**src/inc/dcd_map.svh**
```systemverilog
/*
  Register indices, field positions and reset values of the channel dividers.
  Assumes a bus slave that places index N at byte address 4*N.
*/
`ifndef DCD_MAP_SVH
`define DCD_MAP_SVH

// ==========================================================
// register indices (byte address is four times the index)
`define DCD_IDX_CNT_ONE 12'h193
`define DCD_IDX_CTL_ONE 12'h194
`define DCD_IDX_RTE_ONE 12'h195
`define DCD_IDX_CNT_TWO 12'h196
`define DCD_IDX_CTL_TWO 12'h197
`define DCD_IDX_STATUS 12'h1A0
`define DCD_IDX_SRC_SEL 12'h1E1

// ==========================================================
// field positions
`define DCD_LOW_MSB 7
`define DCD_LOW_LSB 4
`define DCD_HIGH_MSB 3
`define DCD_HIGH_LSB 0
`define DCD_BYPASS_BIT 7
`define DCD_NOSYNC_BIT 6
`define DCD_FORCE_BIT 5
`define DCD_START_BIT 4
`define DCD_PHASE_MSB 3
`define DCD_PHASE_LSB 0
`define DCD_DIRECT_BIT 1
`define DCD_DUTY_CORRECTION_DISABLE_BIT 0

// ==========================================================
// reset values and source select codes
`define DCD_RST_CNT_ONE 8'h00
`define DCD_RST_CTL_ONE 8'h00
`define DCD_RST_RTE_ONE 8'h00
`define DCD_RST_CNT_TWO 8'h00
`define DCD_RST_CTL_TWO 8'h80
`define DCD_RST_SRC_SEL 2'h0
`define DCD_SRC_OSC 2'h2
`define DCD_SRC_EXT 2'h0
`define DCD_SRC_NONE 2'h1

`endif

```
**src/inc/dcd_pkg.sv**
```systemverilog
/*
  Types shared by the channel divider files.
  Assumes nothing of its surroundings.
*/
package dcd_pkg;

  // ========================================================
  // per-divider configuration as decoded from the registers
  typedef struct packed {
    logic [3:0] low_cycles;
    logic [3:0] high_cycles;
    logic bypass;
    logic nosync;
    logic force_high;
    logic start_high;
    logic [3:0] phase;
    logic dcc_off;
  } dcd_cfg_t;

  typedef enum logic {DCD_ST_PHASE, DCD_ST_RUN} dcd_state_t;

endpackage

```
**src/rtl/dcd_divider.sv**
```systemverilog
/*
  One channel divider: phase wait, low/high counting, bypass, force, and
  duty-cycle regeneration of the passed-through clock.
  Assumes in_level is already synchronised to clock and toggles slower
  than clock/2; each rising edge of it is one divider input cycle.
*/
`timescale 1ns/10ps
`include "dcd_map.svh"

module dcd_divider #(
  parameter int PER_W = 8
) (
  input wire logic clock, // system clock
  input wire logic arst_n, // async reset, active low
  input wire logic in_level, // synchronised divider input clock
  input wire logic sync_active, // chip-level sync asserted
  input wire dcd_pkg::dcd_cfg_t cfg, // divider configuration
  output logic out_level // divider output
);

  if (PER_W < 2) begin : g_bad_per
    $error("dcd_divider: PER_W must be at least 2");
  end

  logic in_prev_reg;
  logic rise;
  logic hold;
  logic forced;
  dcd_pkg::dcd_state_t state_reg;
  logic [3:0] cnt_reg;
  logic level_reg;
  logic [PER_W-1:0] pcnt_reg;
  logic [PER_W-1:0] per_reg;
  logic regen;
  logic [4:0] seg_cnt_reg;
  logic [7:0] seg_cfg_reg;

  assign rise = in_level & ~in_prev_reg;
  assign hold = sync_active & ~cfg.nosync;
  assign forced = sync_active & cfg.nosync;

  always_ff @(posedge clock or negedge arst_n) begin
    if (!arst_n) begin
      in_prev_reg <= 1'b0;
    end else begin
      in_prev_reg <= in_level;
    end
  end

  // ========================================================
  // counting
  // bypass restarts from the phase wait, so leaving it is glitch-free
  always_ff @(posedge clock or negedge arst_n) begin
    if (!arst_n) begin
      state_reg <= dcd_pkg::DCD_ST_PHASE;
      cnt_reg <= 4'h0;
      level_reg <= 1'b0;
    end else if (hold || cfg.bypass) begin
      state_reg <= dcd_pkg::DCD_ST_PHASE;
      cnt_reg <= cfg.phase;
      level_reg <= cfg.start_high;
    end else if (rise) begin
      unique case (state_reg)
        dcd_pkg::DCD_ST_PHASE: begin
          if (cnt_reg == 4'h0) begin
            state_reg <= dcd_pkg::DCD_ST_RUN;
            cnt_reg <= level_reg ? cfg.high_cycles : cfg.low_cycles;
          end else begin
            cnt_reg <= cnt_reg - 4'h1;
          end
        end
        dcd_pkg::DCD_ST_RUN: begin
          if (cnt_reg == 4'h0) begin
            level_reg <= ~level_reg;
            cnt_reg <= level_reg ? cfg.low_cycles : cfg.high_cycles;
          end else begin
            cnt_reg <= cnt_reg - 4'h1;
          end
        end
      endcase
    end
  end

  // ========================================================
  // duty-cycle regeneration: high for half the measured input period
  always_ff @(posedge clock or negedge arst_n) begin
    if (!arst_n) begin
      pcnt_reg <= '0;
      per_reg <= '0;
    end else if (cfg.bypass && !cfg.dcc_off) begin
      if (rise) begin
        per_reg <= pcnt_reg + PER_W'(1);
        pcnt_reg <= '0;
      end else if (pcnt_reg != '1) begin
        pcnt_reg <= pcnt_reg + PER_W'(1);
      end
    end else begin
      pcnt_reg <= '0;
      per_reg <= '0;
    end
  end

  assign regen = rise | (pcnt_reg < (per_reg >> 1));

  always_ff @(posedge clock or negedge arst_n) begin
    if (!arst_n) begin
      out_level <= 1'b0;
    end else if (forced) begin
      out_level <= cfg.force_high;
    end else if (cfg.bypass) begin
      out_level <= cfg.dcc_off ? in_level : regen;
    end else begin
      out_level <= level_reg;
    end
  end

  // ========================================================
  // checking helpers and assertions
  always_ff @(posedge clock or negedge arst_n) begin
    if (!arst_n) begin
      seg_cnt_reg <= 5'h00;
      seg_cfg_reg <= 8'h00;
    end else if (state_reg != dcd_pkg::DCD_ST_RUN || hold || cfg.bypass) begin
      seg_cnt_reg <= 5'h00;
      seg_cfg_reg <= {cfg.low_cycles, cfg.high_cycles};
    end else if (rise) begin
      seg_cnt_reg <= (cnt_reg == 4'h0) ? 5'h00 : seg_cnt_reg + 5'h01;
      // counts in force when a segment begins; later writes apply to the next one
      if (cnt_reg == 4'h0) begin
        seg_cfg_reg <= {cfg.low_cycles, cfg.high_cycles};
      end
    end
  end
endmodule

```
**src/rtl/dcd_top.sv**
```systemverilog
/*
  Two channel dividers with an APB register slave, pin synchronisers and
  the direct route of the oscillator or external clock to channel one.
  Assumes the oscillator, external clock and sync pins are asynchronous
  and run well below half the system clock rate.
*/
`timescale 1ns/10ps
`include "dcd_map.svh"

module dcd_top #(
  parameter int ADDR_W = 16
) (
  input wire logic clock, // system clock, 100 MHz
  input wire logic arst_n, // async reset, active low
  input wire logic psel, // apb select
  input wire logic penable, // apb access phase
  input wire logic pwrite, // apb direction, high for write
  input wire logic [ADDR_W-1:0] paddr, // apb byte address
  input wire logic [31:0] pwdata, // apb write data
  output logic [31:0] prdata, // apb read data
  output logic pready, // apb ready
  output logic pslverr, // apb error, unmapped address
  input wire logic osc_clk_pin, // internal_oscillator clock level
  input wire logic ext_clk_pin, // external clock input level
  input wire logic sync_pin_n, // chip-level sync, active low
  output logic channel_output_a, // channel one, first output
  output logic channel_output_b, // channel one, second output
  output logic div_two_out // divider two output
);

  if (ADDR_W < 14) begin : g_bad_addr
    $error("dcd_top: ADDR_W must be at least 14");
  end

  // ========================================================
  // pin synchronisers
  logic [2:0] pin_raw;
  logic [2:0] meta_reg;
  logic [2:0] sync_reg;

  assign pin_raw = {sync_pin_n, ext_clk_pin, osc_clk_pin};

  for (genvar i = 0; i < 3; i++) begin : g_sync
    always_ff @(posedge clock or negedge arst_n) begin
      if (!arst_n) begin
        meta_reg[i] <= 1'b0;
        sync_reg[i] <= 1'b0;
      end else begin
        meta_reg[i] <= pin_raw[i];
        sync_reg[i] <= meta_reg[i];
      end
    end
  end

  logic osc_level;
  logic ext_level;
  logic sync_active;

  assign osc_level = sync_reg[0];
  assign ext_level = sync_reg[1];
  // reset synchroniser state reads as sync asserted, harmless: it restarts
  assign sync_active = ~sync_reg[2];

  // ========================================================
  // registers
  logic [7:0] cnt_one_reg;
  logic [7:0] ctl_one_reg;
  logic [7:0] rte_one_reg;
  logic [7:0] cnt_two_reg;
  logic [7:0] ctl_two_reg;
  logic [1:0] src_sel_reg;

  logic wr_en;
  logic rd_setup;
  logic hit_cnt_one;
  logic hit_ctl_one;
  logic hit_rte_one;
  logic hit_cnt_two;
  logic hit_ctl_two;
  logic hit_status;
  logic hit_src_sel;
  logic hit_any;
  // declared early: the status word reads it before the route logic
  logic direct_on;

  function automatic logic addr_is(input logic [ADDR_W-1:0] a, input logic [11:0] idx);
    addr_is = (a == ADDR_W'({idx, 2'b00}));
  endfunction

  assign hit_cnt_one = addr_is(paddr, `DCD_IDX_CNT_ONE);
  assign hit_ctl_one = addr_is(paddr, `DCD_IDX_CTL_ONE);
  assign hit_rte_one = addr_is(paddr, `DCD_IDX_RTE_ONE);
  assign hit_cnt_two = addr_is(paddr, `DCD_IDX_CNT_TWO);
  assign hit_ctl_two = addr_is(paddr, `DCD_IDX_CTL_TWO);
  assign hit_status = addr_is(paddr, `DCD_IDX_STATUS);
  assign hit_src_sel = addr_is(paddr, `DCD_IDX_SRC_SEL);
  assign hit_any = hit_cnt_one | hit_ctl_one | hit_rte_one | hit_cnt_two
    | hit_ctl_two | hit_status | hit_src_sel;

  // zero-wait slave: every access phase completes in its first cycle
  assign pready = psel & penable;
  assign pslverr = psel & penable & ~hit_any;
  assign wr_en = psel & penable & pwrite;
  assign rd_setup = psel & ~penable & ~pwrite;

  always_ff @(posedge clock or negedge arst_n) begin
    if (!arst_n) begin
      cnt_one_reg <= `DCD_RST_CNT_ONE;
      ctl_one_reg <= `DCD_RST_CTL_ONE;
      rte_one_reg <= `DCD_RST_RTE_ONE;
    end else if (wr_en) begin
      if (hit_cnt_one) begin
        cnt_one_reg <= pwdata[7:0];
      end
      if (hit_ctl_one) begin
        ctl_one_reg <= pwdata[7:0];
      end
      if (hit_rte_one) begin
        rte_one_reg <= {6'h00, pwdata[`DCD_DIRECT_BIT], pwdata[`DCD_DUTY_CORRECTION_DISABLE_BIT]};
      end
    end
  end

  always_ff @(posedge clock or negedge arst_n) begin
    if (!arst_n) begin
      cnt_two_reg <= `DCD_RST_CNT_TWO;
      ctl_two_reg <= `DCD_RST_CTL_TWO;
    end else if (wr_en) begin
      if (hit_cnt_two) begin
        cnt_two_reg <= pwdata[7:0];
      end
      if (hit_ctl_two) begin
        ctl_two_reg <= pwdata[7:0];
      end
    end
  end

  always_ff @(posedge clock or negedge arst_n) begin
    if (!arst_n) begin
      src_sel_reg <= `DCD_RST_SRC_SEL;
    end else if (wr_en && hit_src_sel) begin
      src_sel_reg <= pwdata[1:0];
    end
  end

  // ========================================================
  // read data, captured in the setup cycle
  logic [7:0] status_val;
  logic [7:0] rd_val;

  assign status_val = {4'h0, direct_on, sync_active, div_two_out, channel_output_a};

  always_comb begin
    rd_val = 8'h00;
    if (hit_cnt_one) begin
      rd_val = cnt_one_reg;
    end
    if (hit_ctl_one) begin
      rd_val = ctl_one_reg;
    end
    if (hit_rte_one) begin
      rd_val = rte_one_reg;
    end
    if (hit_cnt_two) begin
      rd_val = cnt_two_reg;
    end
    if (hit_ctl_two) begin
      rd_val = ctl_two_reg;
    end
    if (hit_status) begin
      rd_val = status_val;
    end
    if (hit_src_sel) begin
      rd_val = {6'h00, src_sel_reg};
    end
  end

  always_ff @(posedge clock or negedge arst_n) begin
    if (!arst_n) begin
      prdata <= 32'h0000_0000;
    end else if (rd_setup) begin
      prdata <= {24'h00_0000, rd_val};
    end
  end

  // ========================================================
  // source selection and direct route
  // the divider input and the direct route pick the same source, so the
  // direct route is simply divider one forced into pass-through
  logic src_level;

  assign src_level = (src_sel_reg == `DCD_SRC_OSC) ? osc_level : ext_level;
  assign direct_on = rte_one_reg[`DCD_DIRECT_BIT]
    & (src_sel_reg != `DCD_SRC_NONE);

  // ========================================================
  // divider configurations
  dcd_pkg::dcd_cfg_t cfg_one;
  dcd_pkg::dcd_cfg_t cfg_two;

  always_comb begin
    cfg_one.low_cycles = cnt_one_reg[`DCD_LOW_MSB:`DCD_LOW_LSB];
    cfg_one.high_cycles = cnt_one_reg[`DCD_HIGH_MSB:`DCD_HIGH_LSB];
    cfg_one.bypass = ctl_one_reg[`DCD_BYPASS_BIT] | direct_on;
    cfg_one.nosync = ctl_one_reg[`DCD_NOSYNC_BIT];
    cfg_one.force_high = ctl_one_reg[`DCD_FORCE_BIT];
    cfg_one.start_high = ctl_one_reg[`DCD_START_BIT];
    cfg_one.phase = ctl_one_reg[`DCD_PHASE_MSB:`DCD_PHASE_LSB];
    cfg_one.dcc_off = rte_one_reg[`DCD_DUTY_CORRECTION_DISABLE_BIT];
  end

  always_comb begin
    cfg_two.low_cycles = cnt_two_reg[`DCD_LOW_MSB:`DCD_LOW_LSB];
    cfg_two.high_cycles = cnt_two_reg[`DCD_HIGH_MSB:`DCD_HIGH_LSB];
    cfg_two.bypass = ctl_two_reg[`DCD_BYPASS_BIT];
    cfg_two.nosync = ctl_two_reg[`DCD_NOSYNC_BIT];
    cfg_two.force_high = ctl_two_reg[`DCD_FORCE_BIT];
    cfg_two.start_high = ctl_two_reg[`DCD_START_BIT];
    cfg_two.phase = ctl_two_reg[`DCD_PHASE_MSB:`DCD_PHASE_LSB];
    // no routing register for divider two: correction stays enabled
    cfg_two.dcc_off = 1'b0;
  end

  // ========================================================
  // dividers
  logic div_one_out;

  dcd_divider #(
    .PER_W(8)
  ) u_div_one (
    .clock(clock),
    .arst_n(arst_n),
    .in_level(src_level),
    .sync_active(sync_active),
    .cfg(cfg_one),
    .out_level(div_one_out)
  );

  dcd_divider #(
    .PER_W(8)
  ) u_div_two (
    .clock(clock),
    .arst_n(arst_n),
    .in_level(src_level),
    .sync_active(sync_active),
    .cfg(cfg_two),
    .out_level(div_two_out)
  );

  // both outputs of the pair share divider one
  assign channel_output_a = div_one_out;
  assign channel_output_b = div_one_out;
endmodule

```
**config.mk**
```make
export PLATFORM = sky130hd
export DESIGN_NAME = dcd_top
export DESIGN_NICKNAME = d
export VERILOG_FILES = /design/src/inc/dcd_pkg.sv /design/src/rtl/dcd_divider.sv /design/src/rtl/dcd_top.sv
export VERILOG_INCLUDE_DIRS = /design/src /design/src/inc
export SDC_FILE = /design/constraint.sdc
export NUM_CORES = 1
export LEC_CHECK = 0
export BUFFER_PORTS_ARGS = -buffer_cell sky130_fd_sc_hd__clkbuf_2
export CORE_MARGIN = 4
export CORE_UTILIZATION = 55
export CTS_CLUSTER_DIAMETER = 60
export DETAILED_ROUTE_END_ITERATION = 7
export HOLD_SLACK_MARGIN = 0.15
export PLACE_DENSITY = 0.9
export RECOVER_POWER = 25
export SYNTH_ARGS = -nofsm -noshare
export SYNTH_HDL_FRONTEND = slang
export SYNTH_SLANG_ARGS = --single-unit
```
**constraint.sdc**
```tcl
create_clock -name clock -period 2.75 [get_ports clock]
set_input_delay 0.275 -clock clock [delete_from_list [all_inputs] [get_ports clock]]
set_output_delay 0.275 -clock clock [all_outputs]
set_load 0.005 [all_outputs]
```
---- Word level (Yosys, flattened, before mapping) ----
Cells that the tools add are included.
storage, ports and cells
  word-level logic and storage cells ...... 151
  input bits .............................. 56
  output and inout bits ................... 37
  register bits after elaboration ......... 97
cells by class
  order comparisons ....................... 2
  equality and inequality tests ........... 15
  mux-type cells .......................... 53
  bitwise operators ....................... 31
  reduce and logical (&&, ||, !) cells .... 20
  $add $sub $neg .......................... 4
operators with widths
  kind                                                   number
  2-to-1 mux 8 bit                                       17
  == test 16 x 11 -> 1 bit, second input constant        7
  2-to-1 mux 4 bit                                       12
  2-to-1 mux 1 bit                                       22
  adder 8 x 1 -> 8 bit, second input constant            2
  < comparator 8 x 7 -> 1 bit                            2
  inequality test 8 bit, second input constant           2
  case mux 4 bit (2 select lines)                        2
  nonzero test 2 bit                                     6
  AND 1 bit                                              11
  inverter 1 bit                                         11
  AND reduction 2 bit                                    5
  bitwise OR 1 bit                                       9
  zero test 4 bit                                        2
  subtractor 4 x 1 -> 4 bit, second input constant       2
  inequality test 2 x 1 -> 1 bit, second input constant  3
  AND reduction 3 bit                                    2
  inequality test 3 x 1 -> 1 bit, second input constant  1
  inequality test 3 x 2 -> 1 bit, second input constant  1
  == test 2 bit, second input constant                   1
  logical AND 1 bit                                      2
  logical OR 1 bit                                       2
  zero test 1 bit                                        1

---- Longest topological paths before layout ----
  word-level depth ........................ 9
  depth in mapped cells ................... 8
  mapped depth without buffers ............ 8

---- By module ----
A second synthesis with hierarchy kept.
second synthesis, totals
  cell total of the unflattened synthesis .. 520
  area total of the unflattened synthesis .. 5421.4 um^2
by module, submodules not included
  module       instances  cells each  area an instance (um^2)
  dcd_divider  2          146         1358.8
  dcd_top      1          228         2703.8

---- Worst setup path after synthesis ----
OpenSTA, ideal clock, no wires.
  path type ............................... in2reg
  start ................................... input paddr[1]
  end ..................................... register rte_one_reg[0]
  data required time ...................... 2.625 ns
  arrival time ............................ 1.712 ns
  stages .................................. 5
  buffers on the path ..................... 1
  slack ................................... 0.913 ns
  library setup time ...................... 0.125 ns
  cell sequence ........................... and4bb_2 > nand4_2 > buf_6 > or4_4 > mux2_4
between the ends
  longest elaborated chain between the ends .. 2
RTL lines
  item                                  RTL line        source
  from (decl)                           dcd_top.sv:18   input wire logic [ADDR_W-1:0] paddr,
  == test 16 x 11 -> 1 bit              dcd_top.sv:87   addr_is = (a == ADDR_W'({idx, 2'b00}));
  AND reduction 2 bit (no source line)  -
  to (signal assigned)                  dcd_top.sv:110  rte_one_reg <= `DCD_RST_RTE_ONE;
  to (signal assigned)                  dcd_top.sv:119  rte_one_reg <= {6'h00, pwdata[`DCD_DIRECT_BIT], pwdata[`DCD_DUTY_CORRECTION_DISABLE_BIT]};
  to (decl)                             dcd_top.sv:68   logic [7:0] rte_one_reg;
No other way between the ends.
A chain may end at the register's enable or synchronous reset.

---- Worst setup path in the final report ----
  start ................................... register src_sel_reg[0]
  end ..................................... register u_div_two.out_level
between the ends
  longest elaborated chain between the ends .. 6
RTL lines
  item                            RTL line            source
  from (decl)                     dcd_top.sv:71       logic [1:0] src_sel_reg;
  from (signal assigned)          dcd_top.sv:140      src_sel_reg <= `DCD_RST_SRC_SEL;
  from (signal assigned)          dcd_top.sv:142      src_sel_reg <= pwdata[1:0];
  == test 2 bit (no source line)  -
  2-to-1 mux 1 bit                dcd_top.sv:192      assign src_level = (src_sel_reg == `DCD_SRC_OSC) ? osc_level : ext_level;
  AND 1 bit                       -
  bitwise OR 1 bit                dcd_divider.sv:103  assign regen = rise | (pcnt_reg < (per_reg >> 1));
  2-to-1 mux 1 bit                dcd_divider.sv:110  end else if (cfg.bypass) begin
  2-to-1 mux 1 bit                dcd_divider.sv:108  end else if (forced) begin
  to (signal assigned)            dcd_divider.sv:109  out_level <= cfg.force_high;
  to (signal assigned)            dcd_divider.sv:111  out_level <= cfg.dcc_off ? in_level : regen;
  to (signal assigned)            dcd_divider.sv:113  out_level <= level_reg;
  to (decl)                       dcd_divider.sv:18   output logic out_level
No other way between the ends.

==> impl_metrics.env <==
export IMPL_ir_drop_v=0.0002945
export IMPL_reg2regPathDepth=6
export IMPL_tightest_slew_ns=1.187
export IMPL_cp_required_ns=2.98
export IMPL_synth_top_cell_area_share=0.4584
export IMPL_combPwrFrac=0.074
export IMPL_layout_drive_gt1_share=0.2187
export IMPL_port_buffers=44
export IMPL_period_share=0.8166
export IMPL_cts_sinks=95
export IMPL_start_kind="register"
export IMPL_status="finished clean"
export IMPL_synth_common_cells="dfrtp_1, nand2_1, nor2_1"
export IMPL_cp_arrival_ns=2.47
export IMPL_intPower_mw=2.078
export IMPL_fin_nets=603
export IMPL_p_seq_frac=0.531
export IMPL_seqCellArea_mm2=0.002379
export IMPL_setup_tns_ns=0
export IMPL_hold_violations=0
export IMPL_num_vias=3878
export IMPL_yosysWarnings=0
export IMPL_ctsLongestPathBuffers=2
export IMPL_globalplace_congestion=0.9571
export IMPL_cts_tree="yes"
export IMPL_p_leak_nw=2.763
export IMPL_maxCapViolCount=0
export IMPL_finish_utilization=0.6337
export IMPL_post_cts_resized=0
export IMPL_cts_buffers=9
export IMPL_power_switching_mw=0.6133
export IMPL_dp_cells=624
export IMPL_wire_per_inst_um=18.10
export IMPL_fin_crit_ns=2.246
export IMPL_r2r_setup_slack_ns=0.50
export IMPL_skew_ns=0.009156
export IMPL_clkPwrFrac=0.395
export IMPL_endpoint="u_div_two.out_level"
export IMPL_multi_input_area_mm2=0.002524
export IMPL_fp_coreArea_mm2=0.008891
export IMPL_swShare=0.2279
export IMPL_worstSetupStartpoint="src_sel_reg[0]"
export IMPL_fp_dieH_um=104.6
export IMPL_instances_no_fill=643
export IMPL_die_x_um=104.6
export IMPL_final_max_slew_violation_count=0
export IMPL_seq_area_frac_synth=0.4635
export IMPL_cts_root_buf="clkbuf_8"
export IMPL_rows=34
export IMPL_initial_core_util=0.5771
export IMPL_drtIter0Drc=231
export IMPL_grt_pass1_wl_um=19260
export IMPL_drt_antenna_violating_nets=0
export IMPL_cts_max_level=3
export IMPL_rsz0062_at_grt="no"
export IMPL_fillers=674
export IMPL_synth_flop_cell="dfrtp_1"
export IMPL_setup_ws_ns=0.5043
export IMPL_syn_to_final_growth_pct=9.802
export IMPL_hold_class="in -> reg"
export IMPL_viasPerCell=6.031
export IMPL_firstDrtPassIters=5
export IMPL_crit_fanout=15
export IMPL_max_freq_mhz=445.3
export IMPL_cts_hold_buffers_added=4
export IMPL_first_global_vias=3888
export IMPL_grt_overflow_total=0
export IMPL_syn_inst=483
export IMPL_clock_latency_ns=0.37
export IMPL_fp_dieArea_mm2=0.01094
export IMPL_ioPinCount=93
export IMPL_setup_violations=0
export IMPL_antenna_found_initial=0
export IMPL_synth_edff_count=0
export IMPL_num_antenna_cells=0
export IMPL_grt_max_degree=49
export IMPL_postCtsSetupRepairBufs=0
export IMPL_synth_seq_cells=95
export IMPL_synth_area_mm2=0.005131
export IMPL_synth_cell_types=57
export IMPL_r2r_start="src_sel_reg[0]"
export IMPL_power_density_mw_per_mm2=477.6
export IMPL_yosysMostFrequentCell="dfrtp_1"
export IMPL_avgSynthCellArea_um2=10.62
export IMPL_cp_end_kind="register"
export IMPL_synthArstFlopShare=1.000
export IMPL_path_clk_slew_ns=0.09
export IMPL_max_slew_margin_rel=0.2087
export IMPL_track_usage=0.2187
export IMPL_yosysTopAreaCell="dfrtp_1"
export IMPL_worstSetupPathType="reg -> reg"
export IMPL_drc=0
export IMPL_dpl_worst_slack_ns=0.4059
export IMPL_r2r_end="u_div_two.out_level"
export IMPL_drt_wl_total_um=11640
export IMPL_synth_area_top_cells="dfrtp_1, mux2_2, ha_1"
export IMPL_dp_final_hpwl_um=8507
export IMPL_total_power_mw=2.691
[worst min-delay path by stage]
stage / from / end / slack [ns] / cells past startpoint
6_report: pwdata[2] / ctl_two_reg[2] / 0.19 / 3
5_1_grt: pwdata[2] / ctl_two_reg[2] / 0.19 / 3
4_1_cts: pwdata[2] / ctl_two_reg[2] / 0.18 / 3
3_5_place_dp: arst_n / u_div_two.pcnt_reg[0] / 0.33 / 1
3_3_place_gp: arst_n / u_div_two.pcnt_reg[3] / 0.32 / 1
2_1_floorplan: arst_n / cnt_one_reg[0] / -0.02 / 0
[layout make-up]
type	count	share of cell area
clock buffer	11	0.02332
clock inverter	4	0.01688
inverter	20	0.01332
multi-input combinational	354	0.4479
sequential	95	0.4222
tap	108	0.02398
timing repair buffer	51	0.05241
[cell families after synthesis]
logic type	count (synthesis)	synth area share
AND/OR/NAND/NOR	142	0.1580
XOR/XNOR	18	0.03072
adder cells (fa/ha/maj)	16	0.03901
buffers and inverters	57	0.06194
multiplexers	49	0.1066
flip-flops	95	0.4635
AO/OA/AOI/OAI	105	0.1395
other	1	0.0007308
[per-stage QoR]
stage                     hold slack [ns]  instance area, µm²
final                              0.1922                5634
after global routing               0.1884                5634
after CTS                          0.1845                5637
after detailed placement           0.3330                5370
after global placement             0.3243                5370
after floorplan                  -0.02059                5218
[per-layer routing]
metal | vias to the layer above | global-route usage | wire (µm)
met4 | 0 | 0.07591 | 235
met3 | 31 | 0.04932 | 813
met1 | 1900 | 0.2851 | 4737
met2 | 167 | 0.3625 | 5854
li1 | 1780 | - | -
met5 | - | 0 | 0
[critical path, stage by stage (launching register included)]
cell and delay (ns):
dfrtp_1 0.40, nand2b_1 0.19, mux2i_1 0.50, or2_2 0.42
nand2_1 0.28, o22ai_1 0.18, o21ai_0 0.14
[power by group through the flow]
stage                     Clock, mW  Combinational [mW]  Sequential [mW]
after floorplan                   0               0.129             1.45
after global placement            0               0.183             1.46
after detailed placement          0               0.192             1.46
after CTS                      1.08               0.198             1.43
after global routing           1.13               0.223             1.43
final                          1.06               0.198             1.43
[placed cells by master, fill, tap and decap left out, types with 11 or more instances in the layout]
cell and count:
o21ai_0 12, a211oi_1 13, nor3_1 11, inv_1 20
mux2_2 36, nand2_1 40, nand3_1 11, a21oi_1 33
clkbuf_2 44, conb_1 24, ha_1 16, nor2_1 38
dfrtp_1 94
Power figures use the tool's default switching activity.
